File: src/dtsm_defs.svh
// Constants for the debug trace address and map-space decode block.
// Assumes inclusion by bare name from the block's design files.
//
// What this block does
// - Trace messages carry only low 25 address bits
// - Range registers hold 25-bit start and end
// - Range match compares low 25 bits only
// - Map bit set selects register space
// - Decrementer and timebase at fixed internal addresses
// - Global region attribute registers at 0x2100/0x3100
// - Exception relocation base at 0x2300
// - Burst buffer, bridge configs at 0x2110/0x3110
// - Devport data 0x2d30, memory map 0x3d30
// - Ifetch region bases at 0x2180 step 0x200
// - Bridge region bases at 0x3180 step 0x200
// - Ifetch region attributes at 0x2190 step 0x200
// - Bridge region attributes at 0x3190 step 0x200
// - Other core registers only via devport messages
// - Core-resident register numbers refused in map space
// - Access request carries only 25 address bits
// - Devport messages use codes 56 and 57
`ifndef DTSM_DEFS_SVH
`define DTSM_DEFS_SVH
`define DTSM_ADDR_W        25
`define DTSM_MAP_W         14
`define DTSM_DEC_ADDR      14'h2c00
`define DTSM_TBL_RD_ADDR   14'h1880
`define DTSM_TBH_RD_ADDR   14'h1a80
`define DTSM_TBL_WR_ADDR   14'h3880
`define DTSM_TBH_WR_ADDR   14'h3a80
`define DTSM_IF_GRA_ADDR   14'h2100
`define DTSM_BR_GRA_ADDR   14'h3100
`define DTSM_EXC_ADDR      14'h2300
`define DTSM_BB_CFG_ADDR   14'h2110
`define DTSM_BR_CFG_ADDR   14'h3110
`define DTSM_DPD_ADDR      14'h2d30
`define DTSM_IMM_ADDR      14'h3d30
`define DTSM_IF_RBA_BASE   14'h2180
`define DTSM_BR_RBA_BASE   14'h3180
`define DTSM_IF_RAT_BASE   14'h2190
`define DTSM_BR_RAT_BASE   14'h3190
`define DTSM_REGION_STEP   14'h0200
`define DTSM_DEVPORT_TC_RD 6'h38
`define DTSM_DEVPORT_TC_WR 6'h39
`endif

File: src/dtsm_pkg.sv
// Types for the debug trace address and map-space decode block.
// Assumes dtsm_defs.svh is compiled alongside.
package dtsm_pkg;
   typedef enum logic [2:0] {
      DTSM_IDLE = 3'b001,
      DTSM_MEM  = 3'b010,
      DTSM_MAP  = 3'b100
   } dtsm_state_t;
   // Map-space target select, index of decoded register
   typedef logic [5:0] dtsm_sel_t;
endpackage

File: src/dtsm_range_match.sv
// One data trace range: 25-bit start and end, low-bit comparison.
// Assumes addresses arrive already truncated or not; it masks itself.
`timescale 1ns/1ps
`default_nettype none
`include "dtsm_defs.svh"
module dtsm_range_match #(
   parameter int AW = `DTSM_ADDR_W
) (
   input  wire logic          clk,
   input  wire logic          reset,
   input  wire logic          load,
   input  wire logic [AW-1:0] start_in,
   input  wire logic [AW-1:0] end_in,
   input  wire logic          enable_in,
   input  wire logic [31:0]   addr,
   output logic               hit
);
   logic [AW-1:0] start_q;
   logic [AW-1:0] end_q;
   logic          en_q;

   // Range bounds hold only 25 bits
   always_ff @(posedge clk or posedge reset) begin
      if (reset) begin
         start_q <= '0;
         end_q   <= '0;
         en_q    <= 1'b0;
      end else if (load) begin
         start_q <= start_in;
         end_q   <= end_in;
         en_q    <= enable_in;
      end
   end

   // Upper address bits ignored, so aliases match
   assign hit = en_q && (addr[AW-1:0] >= start_q) && (addr[AW-1:0] <= end_q);
endmodule
`default_nettype wire

File: src/dtsm_top.sv
// Trace address truncation, range filter and map-space access decode.
// Assumes a same-clock core bus and message layer around it.
`timescale 1ns/1ps
`default_nettype none
`include "dtsm_defs.svh"
module dtsm_top #(
   parameter int AW = `DTSM_ADDR_W,
   parameter int MW = `DTSM_MAP_W
) (
   input  wire logic          clk,
   input  wire logic          reset,
   input  wire logic          pt_valid,
   input  wire logic [31:0]   pt_addr,
   input  wire logic          dt_valid,
   input  wire logic [31:0]   dt_addr,
   input  wire logic          range_load,
   input  wire logic          range_sel,
   input  wire logic [AW-1:0] range_start,
   input  wire logic [AW-1:0] range_end,
   input  wire logic          range_enable,
   input  wire logic          rw_req,
   input  wire logic          rw_write,
   input  wire logic          rw_map,
   input  wire logic [31:0]   rw_addr,
   input  wire logic [9:0]    rw_spr_num,
   input  wire logic          rw_spr_valid,
   input  wire logic [5:0]    msg_tcode,
   input  wire logic          msg_valid,
   output logic               pt_out_valid,
   output logic [AW-1:0]      pt_out_addr,
   output logic               dt_out_valid,
   output logic [AW-1:0]      dt_out_addr,
   output logic               mem_req,
   output logic [AW-1:0]      mem_addr,
   output logic               map_req,
   output logic [MW-1:0]      map_addr,
   output logic               rw_refused,
   output logic               devport_req,
   output logic               devport_write
);
   logic [1:0]             range_hit;
   dtsm_pkg::dtsm_state_t  state_q;
   logic [MW-1:0]          map_d;
   logic                   map_ok;
   logic                   core_spr;

   // One matcher per data trace range
   for (genvar g = 0; g < 2; g++) begin : g_range
      dtsm_range_match #(.AW(AW)) u_range (
         .clk       (clk),
         .reset     (reset),
         .load      (range_load && (range_sel == 1'(g))),
         .start_in  (range_start),
         .end_in    (range_end),
         .enable_in (range_enable),
         .addr      (dt_addr),
         .hit       (range_hit[g])
      );
   end

   // Trace messages drop the upper 7 bits
   always_ff @(posedge clk or posedge reset) begin
      if (reset) begin
         pt_out_valid <= 1'b0;
         pt_out_addr  <= '0;
         dt_out_valid <= 1'b0;
         dt_out_addr  <= '0;
      end else begin
         pt_out_valid <= pt_valid;
         pt_out_addr  <= pt_addr[AW-1:0];
         dt_out_valid <= dt_valid && (|range_hit);
         dt_out_addr  <= dt_addr[AW-1:0];
      end
   end

   // Core-resident register numbers
   always_comb begin
      core_spr = 1'b0;
      case (rw_spr_num)
         10'd1, 10'd8, 10'd9, 10'd18, 10'd19, 10'd26, 10'd27,
         10'd80, 10'd81, 10'd82, 10'd287, 10'd1022: core_spr = 1'b1;
         default: core_spr = ((rw_spr_num >= 10'd144) && (rw_spr_num <= 10'd159))
                          || ((rw_spr_num >= 10'd272) && (rw_spr_num <= 10'd275));
      endcase
   end

   // Map-space decode of off-core registers
   always_comb begin
      map_d  = rw_addr[MW-1:0];
      map_ok = 1'b0;
      case (rw_addr[MW-1:0])
         `DTSM_DEC_ADDR:                          map_ok = 1'b1;
         `DTSM_TBL_RD_ADDR, `DTSM_TBH_RD_ADDR:    map_ok = !rw_write;
         `DTSM_TBL_WR_ADDR, `DTSM_TBH_WR_ADDR:    map_ok = rw_write;
         `DTSM_IF_GRA_ADDR, `DTSM_BR_GRA_ADDR:    map_ok = 1'b1;
         `DTSM_EXC_ADDR:                          map_ok = 1'b1;
         `DTSM_BB_CFG_ADDR, `DTSM_BR_CFG_ADDR:    map_ok = 1'b1;
         `DTSM_DPD_ADDR, `DTSM_IMM_ADDR:          map_ok = 1'b1;
         default: begin
            for (int i = 0; i < 4; i++) begin
               if (rw_addr[MW-1:0] == MW'(`DTSM_IF_RBA_BASE + i * `DTSM_REGION_STEP)
                || rw_addr[MW-1:0] == MW'(`DTSM_BR_RBA_BASE + i * `DTSM_REGION_STEP)
                || rw_addr[MW-1:0] == MW'(`DTSM_IF_RAT_BASE + i * `DTSM_REGION_STEP)
                || rw_addr[MW-1:0] == MW'(`DTSM_BR_RAT_BASE + i * `DTSM_REGION_STEP)) begin
                  map_ok = 1'b1;
               end
            end
         end
      endcase
      if (rw_spr_valid && core_spr) begin
         map_ok = 1'b0;
      end
   end

   // Access request routing
   always_ff @(posedge clk or posedge reset) begin
      if (reset) begin
         state_q    <= dtsm_pkg::DTSM_IDLE;
         mem_req    <= 1'b0;
         mem_addr   <= '0;
         map_req    <= 1'b0;
         map_addr   <= '0;
         rw_refused <= 1'b0;
      end else begin
         mem_req    <= 1'b0;
         map_req    <= 1'b0;
         rw_refused <= 1'b0;
         state_q    <= dtsm_pkg::DTSM_IDLE;
         case (state_q)
            dtsm_pkg::DTSM_IDLE, dtsm_pkg::DTSM_MEM, dtsm_pkg::DTSM_MAP: begin
               if (rw_req && rw_map) begin
                  map_req    <= map_ok;
                  map_addr   <= map_d;
                  rw_refused <= !map_ok;
                  state_q    <= dtsm_pkg::DTSM_MAP;
               end else if (rw_req) begin
                  mem_req  <= 1'b1;
                  mem_addr <= rw_addr[AW-1:0];
                  state_q  <= dtsm_pkg::DTSM_MEM;
               end
            end
            default: state_q <= dtsm_pkg::DTSM_IDLE;
         endcase
      end
   end

   // Development port messages pass on codes 56 and 57
   always_ff @(posedge clk or posedge reset) begin
      if (reset) begin
         devport_req   <= 1'b0;
         devport_write <= 1'b0;
      end else begin
         devport_req   <= msg_valid && ((msg_tcode == `DTSM_DEVPORT_TC_RD)
                                     || (msg_tcode == `DTSM_DEVPORT_TC_WR));
         devport_write <= msg_valid && (msg_tcode == `DTSM_DEVPORT_TC_WR);
      end
   end

   trace_trunc_a: assert property (@(posedge clk) disable iff (reset)
      pt_valid |=> pt_out_valid && pt_out_addr == $past(pt_addr[AW-1:0]))
      else $error("program trace address not truncated");
   range_alias_a: assert property (@(posedge clk) disable iff (reset)
      dt_out_valid |-> $past(dt_valid && (|range_hit))
                       && dt_out_addr == $past(dt_addr[AW-1:0]))
      else $error("data trace passed outside range");
   map_route_a: assert property (@(posedge clk) disable iff (reset)
      rw_req && rw_map |=> !mem_req && (map_req || rw_refused))
      else $error("map access reached memory");
   dec_decode_a: assert property (@(posedge clk) disable iff (reset)
      rw_req && rw_map && rw_addr[MW-1:0] == `DTSM_DEC_ADDR && !(rw_spr_valid && core_spr)
      |=> map_req && map_addr == `DTSM_DEC_ADDR)
      else $error("decrementer not decoded");
   tb_write_a: assert property (@(posedge clk) disable iff (reset)
      rw_req && rw_map && !rw_write
      && rw_addr[MW-1:0] inside {`DTSM_TBL_WR_ADDR, `DTSM_TBH_WR_ADDR} |=> rw_refused)
      else $error("timebase write address read");
   tb_read_a: assert property (@(posedge clk) disable iff (reset)
      rw_req && rw_map && rw_write
      && rw_addr[MW-1:0] inside {`DTSM_TBL_RD_ADDR, `DTSM_TBH_RD_ADDR} |=> rw_refused)
      else $error("timebase read address written");
   gra_decode_a: assert property (@(posedge clk) disable iff (reset)
      rw_req && rw_map && !(rw_spr_valid && core_spr)
      && rw_addr[MW-1:0] inside {`DTSM_IF_GRA_ADDR, `DTSM_BR_GRA_ADDR} |=> map_req)
      else $error("global region attribute not decoded");
   exc_decode_a: assert property (@(posedge clk) disable iff (reset)
      rw_req && rw_map && !(rw_spr_valid && core_spr)
      && rw_addr[MW-1:0] == `DTSM_EXC_ADDR |=> map_req)
      else $error("exception relocation base not decoded");
   cfg_decode_a: assert property (@(posedge clk) disable iff (reset)
      rw_req && rw_map && !(rw_spr_valid && core_spr)
      && rw_addr[MW-1:0] inside {`DTSM_BB_CFG_ADDR, `DTSM_BR_CFG_ADDR} |=> map_req)
      else $error("configuration register not decoded");
   dpd_decode_a: assert property (@(posedge clk) disable iff (reset)
      rw_req && rw_map && !(rw_spr_valid && core_spr)
      && rw_addr[MW-1:0] inside {`DTSM_DPD_ADDR, `DTSM_IMM_ADDR} |=> map_req)
      else $error("devport data or memory map not decoded");
   core_refuse_a: assert property (@(posedge clk) disable iff (reset)
      rw_req && rw_map && rw_spr_valid && core_spr |=> rw_refused && !map_req)
      else $error("core register reached through map");
   mem_trunc_a: assert property (@(posedge clk) disable iff (reset)
      rw_req && !rw_map |=> mem_req && mem_addr == $past(rw_addr[AW-1:0]))
      else $error("memory access not truncated");
   devport_code_a: assert property (@(posedge clk) disable iff (reset)
      devport_req |-> $past(msg_tcode) inside {`DTSM_DEVPORT_TC_RD, `DTSM_DEVPORT_TC_WR})
      else $error("devport on wrong code");
   region_map_a: assert property (@(posedge clk) disable iff (reset)
      rw_req && rw_map && rw_addr[MW-1:0] == 14'h2780 && !rw_spr_valid |=> map_req)
      else $error("region base three not decoded");
   bridge_base_a: assert property (@(posedge clk) disable iff (reset)
      rw_req && rw_map && rw_addr[MW-1:0] == 14'h3780 && !rw_spr_valid |=> map_req)
      else $error("bridge region base three not decoded");
   ifetch_attr_a: assert property (@(posedge clk) disable iff (reset)
      rw_req && rw_map && rw_addr[MW-1:0] == 14'h2790 && !rw_spr_valid |=> map_req)
      else $error("ifetch region attribute three not decoded");
   bridge_attr_a: assert property (@(posedge clk) disable iff (reset)
      rw_req && rw_map && rw_addr[MW-1:0] == 14'h3790 && !rw_spr_valid |=> map_req)
      else $error("bridge region attribute three not decoded");
   unmapped_refuse_a: assert property (@(posedge clk) disable iff (reset)
      rw_req && rw_map && rw_addr[MW-1:0] == 14'h2000 |=> rw_refused && !map_req)
      else $error("unmapped register reached through map");
   devport_dir_a: assert property (@(posedge clk) disable iff (reset)
      msg_valid && msg_tcode inside {`DTSM_DEVPORT_TC_RD, `DTSM_DEVPORT_TC_WR}
      |=> devport_req && devport_write == $past(msg_tcode == `DTSM_DEVPORT_TC_WR))
      else $error("devport request or direction wrong");
endmodule
`default_nettype wire

File: config.mk
export PLATFORM = sky130hd
export DESIGN_NAME = dtsm_top
export DESIGN_NICKNAME = d
export VERILOG_FILES = /design/src/dtsm_pkg.sv /design/src/dtsm_range_match.sv /design/src/dtsm_top.sv
export VERILOG_INCLUDE_DIRS = /design/src
export SDC_FILE = /design/constraint.sdc
export NUM_CORES = 1
export LEC_CHECK = 0
export BUFFER_PORTS_ARGS = -buffer_cell sky130_fd_sc_hd__buf_2
export CAP_MARGIN = 40
export CORE_ASPECT_RATIO = 0.8
export CORE_MARGIN = 2
export CORE_UTILIZATION = 56
export DETAILED_ROUTE_END_ITERATION = 7
export PLACE_DENSITY_LB_ADDON = 0.08
export SYNTH_ARGS = -nofsm -noshare
export SYNTH_HDL_FRONTEND = slang
export SYNTH_SLANG_ARGS = --single-unit
File: constraint.sdc
create_clock -name clk -period 19.6 [get_ports clk]
set_input_delay 3.92 -clock clk [delete_from_list [all_inputs] [get_ports clk]]
set_output_delay 3.92 -clock clk [all_outputs]
set_load 0.02 [all_outputs]
==> metrics.md <==
| Metric | Value |
|---|---|
| PostCTS Resize Cnt | `0` |
| Yosys top cell by area | `dfrtp_1` |
| Postcts setup bufs | `0` |
| Area of placed instances | `between 10000 and 15000 um^2` |
| Max FO, Critical Path | `5` |
| Worst path most repeated cell | `nand4_1` |
| Post-synthesis cell area | `9390 um^2` |
| CTS tree | `yes` |
| Initial antenna violation count | `1` |
| Delay-heaviest family, CP | `simple AND/OR/NAND/NOR gates` |
| CP Class | `in2reg` |
| Die width | `~150 um` |
| Sum Neg Setup Slack | `0 ns` |
| Slew @ Worst Pin | `a little over 0.9 ns` |
| Vias in the first global route | `approximately 7000` |
| Chip Height | `between 100 and 150 um` |
| WL final | `about 21 mm` |
| FILL cells | `1300` |
| Clock Sinks | `200` |
| First-pass GRT wire length | `34.3 mm` |
| WP data arrival | `5.79 ns` |
| Cells after Synth | `between 800 and 900` |
| CP required | `around 20 ns` |
| RD Place Congestion | `between 0.8 and 0.9` |
| Buffers & Inverters on Critical Path | `1` |
| Leak Pwr | `6.05 nW` |
| Net count after synthesis | `1167` |
| Most frequent cells in the layout | `248 x buf_2, 199 x dfrtp_1, 184 x nand2_1` |
| Crit end category | `flop` |
| Tcrit/Tclk final | `between 20 and 30%` |
| Router iterations before antenna repair | `4` |
| Max stage delay on crit path | `0.56 ns` |
| Post-layout util | `69.5%` |
| Detailed placement HPWL | `15.2 mm` |
| Share of cells above drive strength 1 | `30.7%` |
| Max cap viols | `0` |
| Unrepaired setup endpoints after global routing | `no` |
| Rows | `42` |
| Area contributors post-synth | `dfrtp_1 53%, ha_1 13%, nand2_1 7.4%` |
| Clock Latency Late Sink | `roughly 0.43 ns` |
| Final Max Slew Viols | `0` |
| Top-area cell type share of the netlist area | `53.0%` |
| Vias per cell | `around 5.2` |
| Status | `finished, final reports clean` |
| Power density cells | `around 100 nW/um^2` |
| Initial core utilization | `a little under three fifths` |
| Sequential-to-total area share from yosys stat | `around 53%` |
| Yosys cell types | `52` |
| Crit-path slowest cell | `nor4_2` |
| Worst slew margin | `~39%` |
| CTS buffer count | `17` |
| Setup Skew | `roughly 0.0062 ns` |
| Area Growth Syn to Fin | `22.2%` |
| Total track usage | `around 25%` |
| Fmax | `around 180 MHz` |
| Die area | `17800 um^2` |
| Total Nets Final | `approximately 1400` |
| Most common cell after layout, fill and taps aside | `buf_2` |
| CTS root buf | `clkbuf_16` |
| Final min period | `between 5 and 6 ns` |
| Largest net degree at the start of global routing | `~120` |
| Grt ovf | `0` |
| Startpoint Class | `input port` |
| Critical path, cell by cell | `buf_2 -> ha_1 -> nand4_1 -> nor4_2 -> o31ai_1 -> nand4_1 -> a32o_1 -> o22ai_2` |
| Peak VDD IR | `69.8 uV` |
| Ys flop type | `dfrtp_1` |
| Ys async rst share | `between 90% and 100%` |
| Drt drc | `0` |
| Port Buf Inserts | `approximately 250` |
| Clock slew at reported path FFs | `0.07 ns` |
| Synth warn | `0` |
| Final instance area | `about 11000 um^2` |
| CTS Buffer Depth | `2` |
| Via count | `roughly 7100` |
| Worst hold path class | `reg2reg` |
| Post-DRT Antenna Nets | `0` |
| Fin. Hold Viols | `0` |
| Core Box Area | `approximately 17000 um^2` |
| I/O Pins | `270` |
| CTS Hold Bufs | `0` |
| Post-synth EDFFs | `0` |
| Avg WL per Cell | `between 15 and 20 um` |
| Hold_ws | `roughly 0.47 ns` |
| DR iter-0 viols | `298` |
| Endpoints failing setup | `0` |
| Maximum level of the CTS H-tree | `4` |
| #FFs+latches synth | `200` |
| Syn avg cell area | `10.5 um^2` |
[final timing paths]
kind / start / end / slack [ns] / cells past startpoint
worst min register to register: mem_addr[10]$_DFFE_PP0P_ / mem_addr[10]$_DFFE_PP0P_ / 0.47 / 2
worst max-delay path: dt_addr[21] / dt_out_valid$_DFF_PP0_ / 14.13 / 8
worst max register to register: g_range[0].u_range.end_q[21]$_DFFE_PP0P_ / dt_out_valid$_DFF_PP0_ / 17.40 / 8
max in group asynchronous: reset / g_range[1].u_range.end_q[24]$_DFFE_PP0P_ / 14.66 / 4
worst min-delay path: mem_addr[10]$_DFFE_PP0P_ / mem_addr[10]$_DFFE_PP0P_ / 0.47 / 2
min in group asynchronous: reset / pt_out_addr[6]$_DFF_PP0_ / 3.64 / 2
[metal layers]
| layer | global-route usage (%) | vias up | part of all wire [%] |
|---|---|---|---|
| li1 | - | 3508 | - |
| met1 | 33.0 | 3374 | 46 |
| met2 | 39.7 | 185 | 46 |
| met3 | 5.67 | 28 | 5.7 |
| met5 | 0 | - | 0 |
| met4 | 8.75 | 0 | 2.0 |
[tightest hold or removal path: cells and delay by family (launching register included)]
kind	cells	cell delay [ns]
AND/OR/NAND/NOR	2	0.10
flip-flops	1	0.34
[registers in the layout (all words and copies together) (netlist names)]
name                     cells
state_q                      3
g_range.u_range.start_q     50
dt_out_valid                 1
devport_req                  1
g_range.u_range.en_q         2
devport_write                1
map_req                      1
mem_addr                    25
g_range.u_range.end_q       50
map_addr                    14
dt_out_addr                 25
pt_out_addr                 25
pt_out_valid                 1
rw_refused                   1
[Yosys cell counts, types with 2 or more instances]
cell / number
buf_1: 6
ha_1: 100
mux2_2: 54
o21bai_1: 2
a211oi_1: 7
o21ai_1: 3
dfrtp_1: 199
buf_4: 2
nor2_1: 20
clkbuf_1: 8
inv_1: 103
o31a_1: 2
a21o_1: 7
and2_1: 2
nand4_2: 2
buf_2: 7
nand3_1: 10
inv_2: 3
nor3_1: 5
a21boi_0: 3
nand2_1: 185
nor3b_1: 2
xor2_1: 2
a31oi_1: 3
nor4_1: 2
o22ai_1: 2
o211ai_1: 2
nor2b_1: 5
o21ai_0: 65
a21oi_1: 39
nand4_1: 20
[logic make-up after synthesis]
group / synth area share [%]
XOR/XNOR: 0.280
flip-flops: 53.3
adder cells (fa/ha/maj): 13.3
buffers and inverters: 5.33
AND/OR/NAND/NOR: 12.2
AO/OA/AOI/OAI: 9.05
multiplexers: 6.48
[through the flow]
| step | setup slack (ns) | std cells | power (mW) |
|---|---|---|---|
| after global placement | 13.73 | 1341 | 0.808 |
| after floorplan | 10.23 | 893 | 0.709 |
| after CTS | 14.20 | 1375 | 1.17 |
| final | 14.13 | 1376 | 1.16 |
| after detailed placement | 13.74 | 1343 | 0.818 |
| after global routing | 14.05 | 1376 | 1.23 |
[cell type report]
class                      instances  area (um^2)  share of cell area [%]
clock inverter                    15          161                    1.41
antenna                            1         2.50                  0.0218
clock buffer                      17          425                    3.71
sequential                       200         5010                    43.6
timing repair buffer             253         1310                    11.4
inverter                         106          405                    3.53
tap                              220          275                    2.40
multi-input combinational        564         3890                    33.9
[power by group]
part / internal [mW] / switching (mW) / leakage [nW]
sequential: 0.483 / 0.0308 / 2.41
clock: 0.181 / 0.168 / 0.289
combinational: 0.113 / 0.183 / 3.36
total: 0.777 / 0.382 / 6.05
Note: power is estimated with default switching activity, not from simulation.
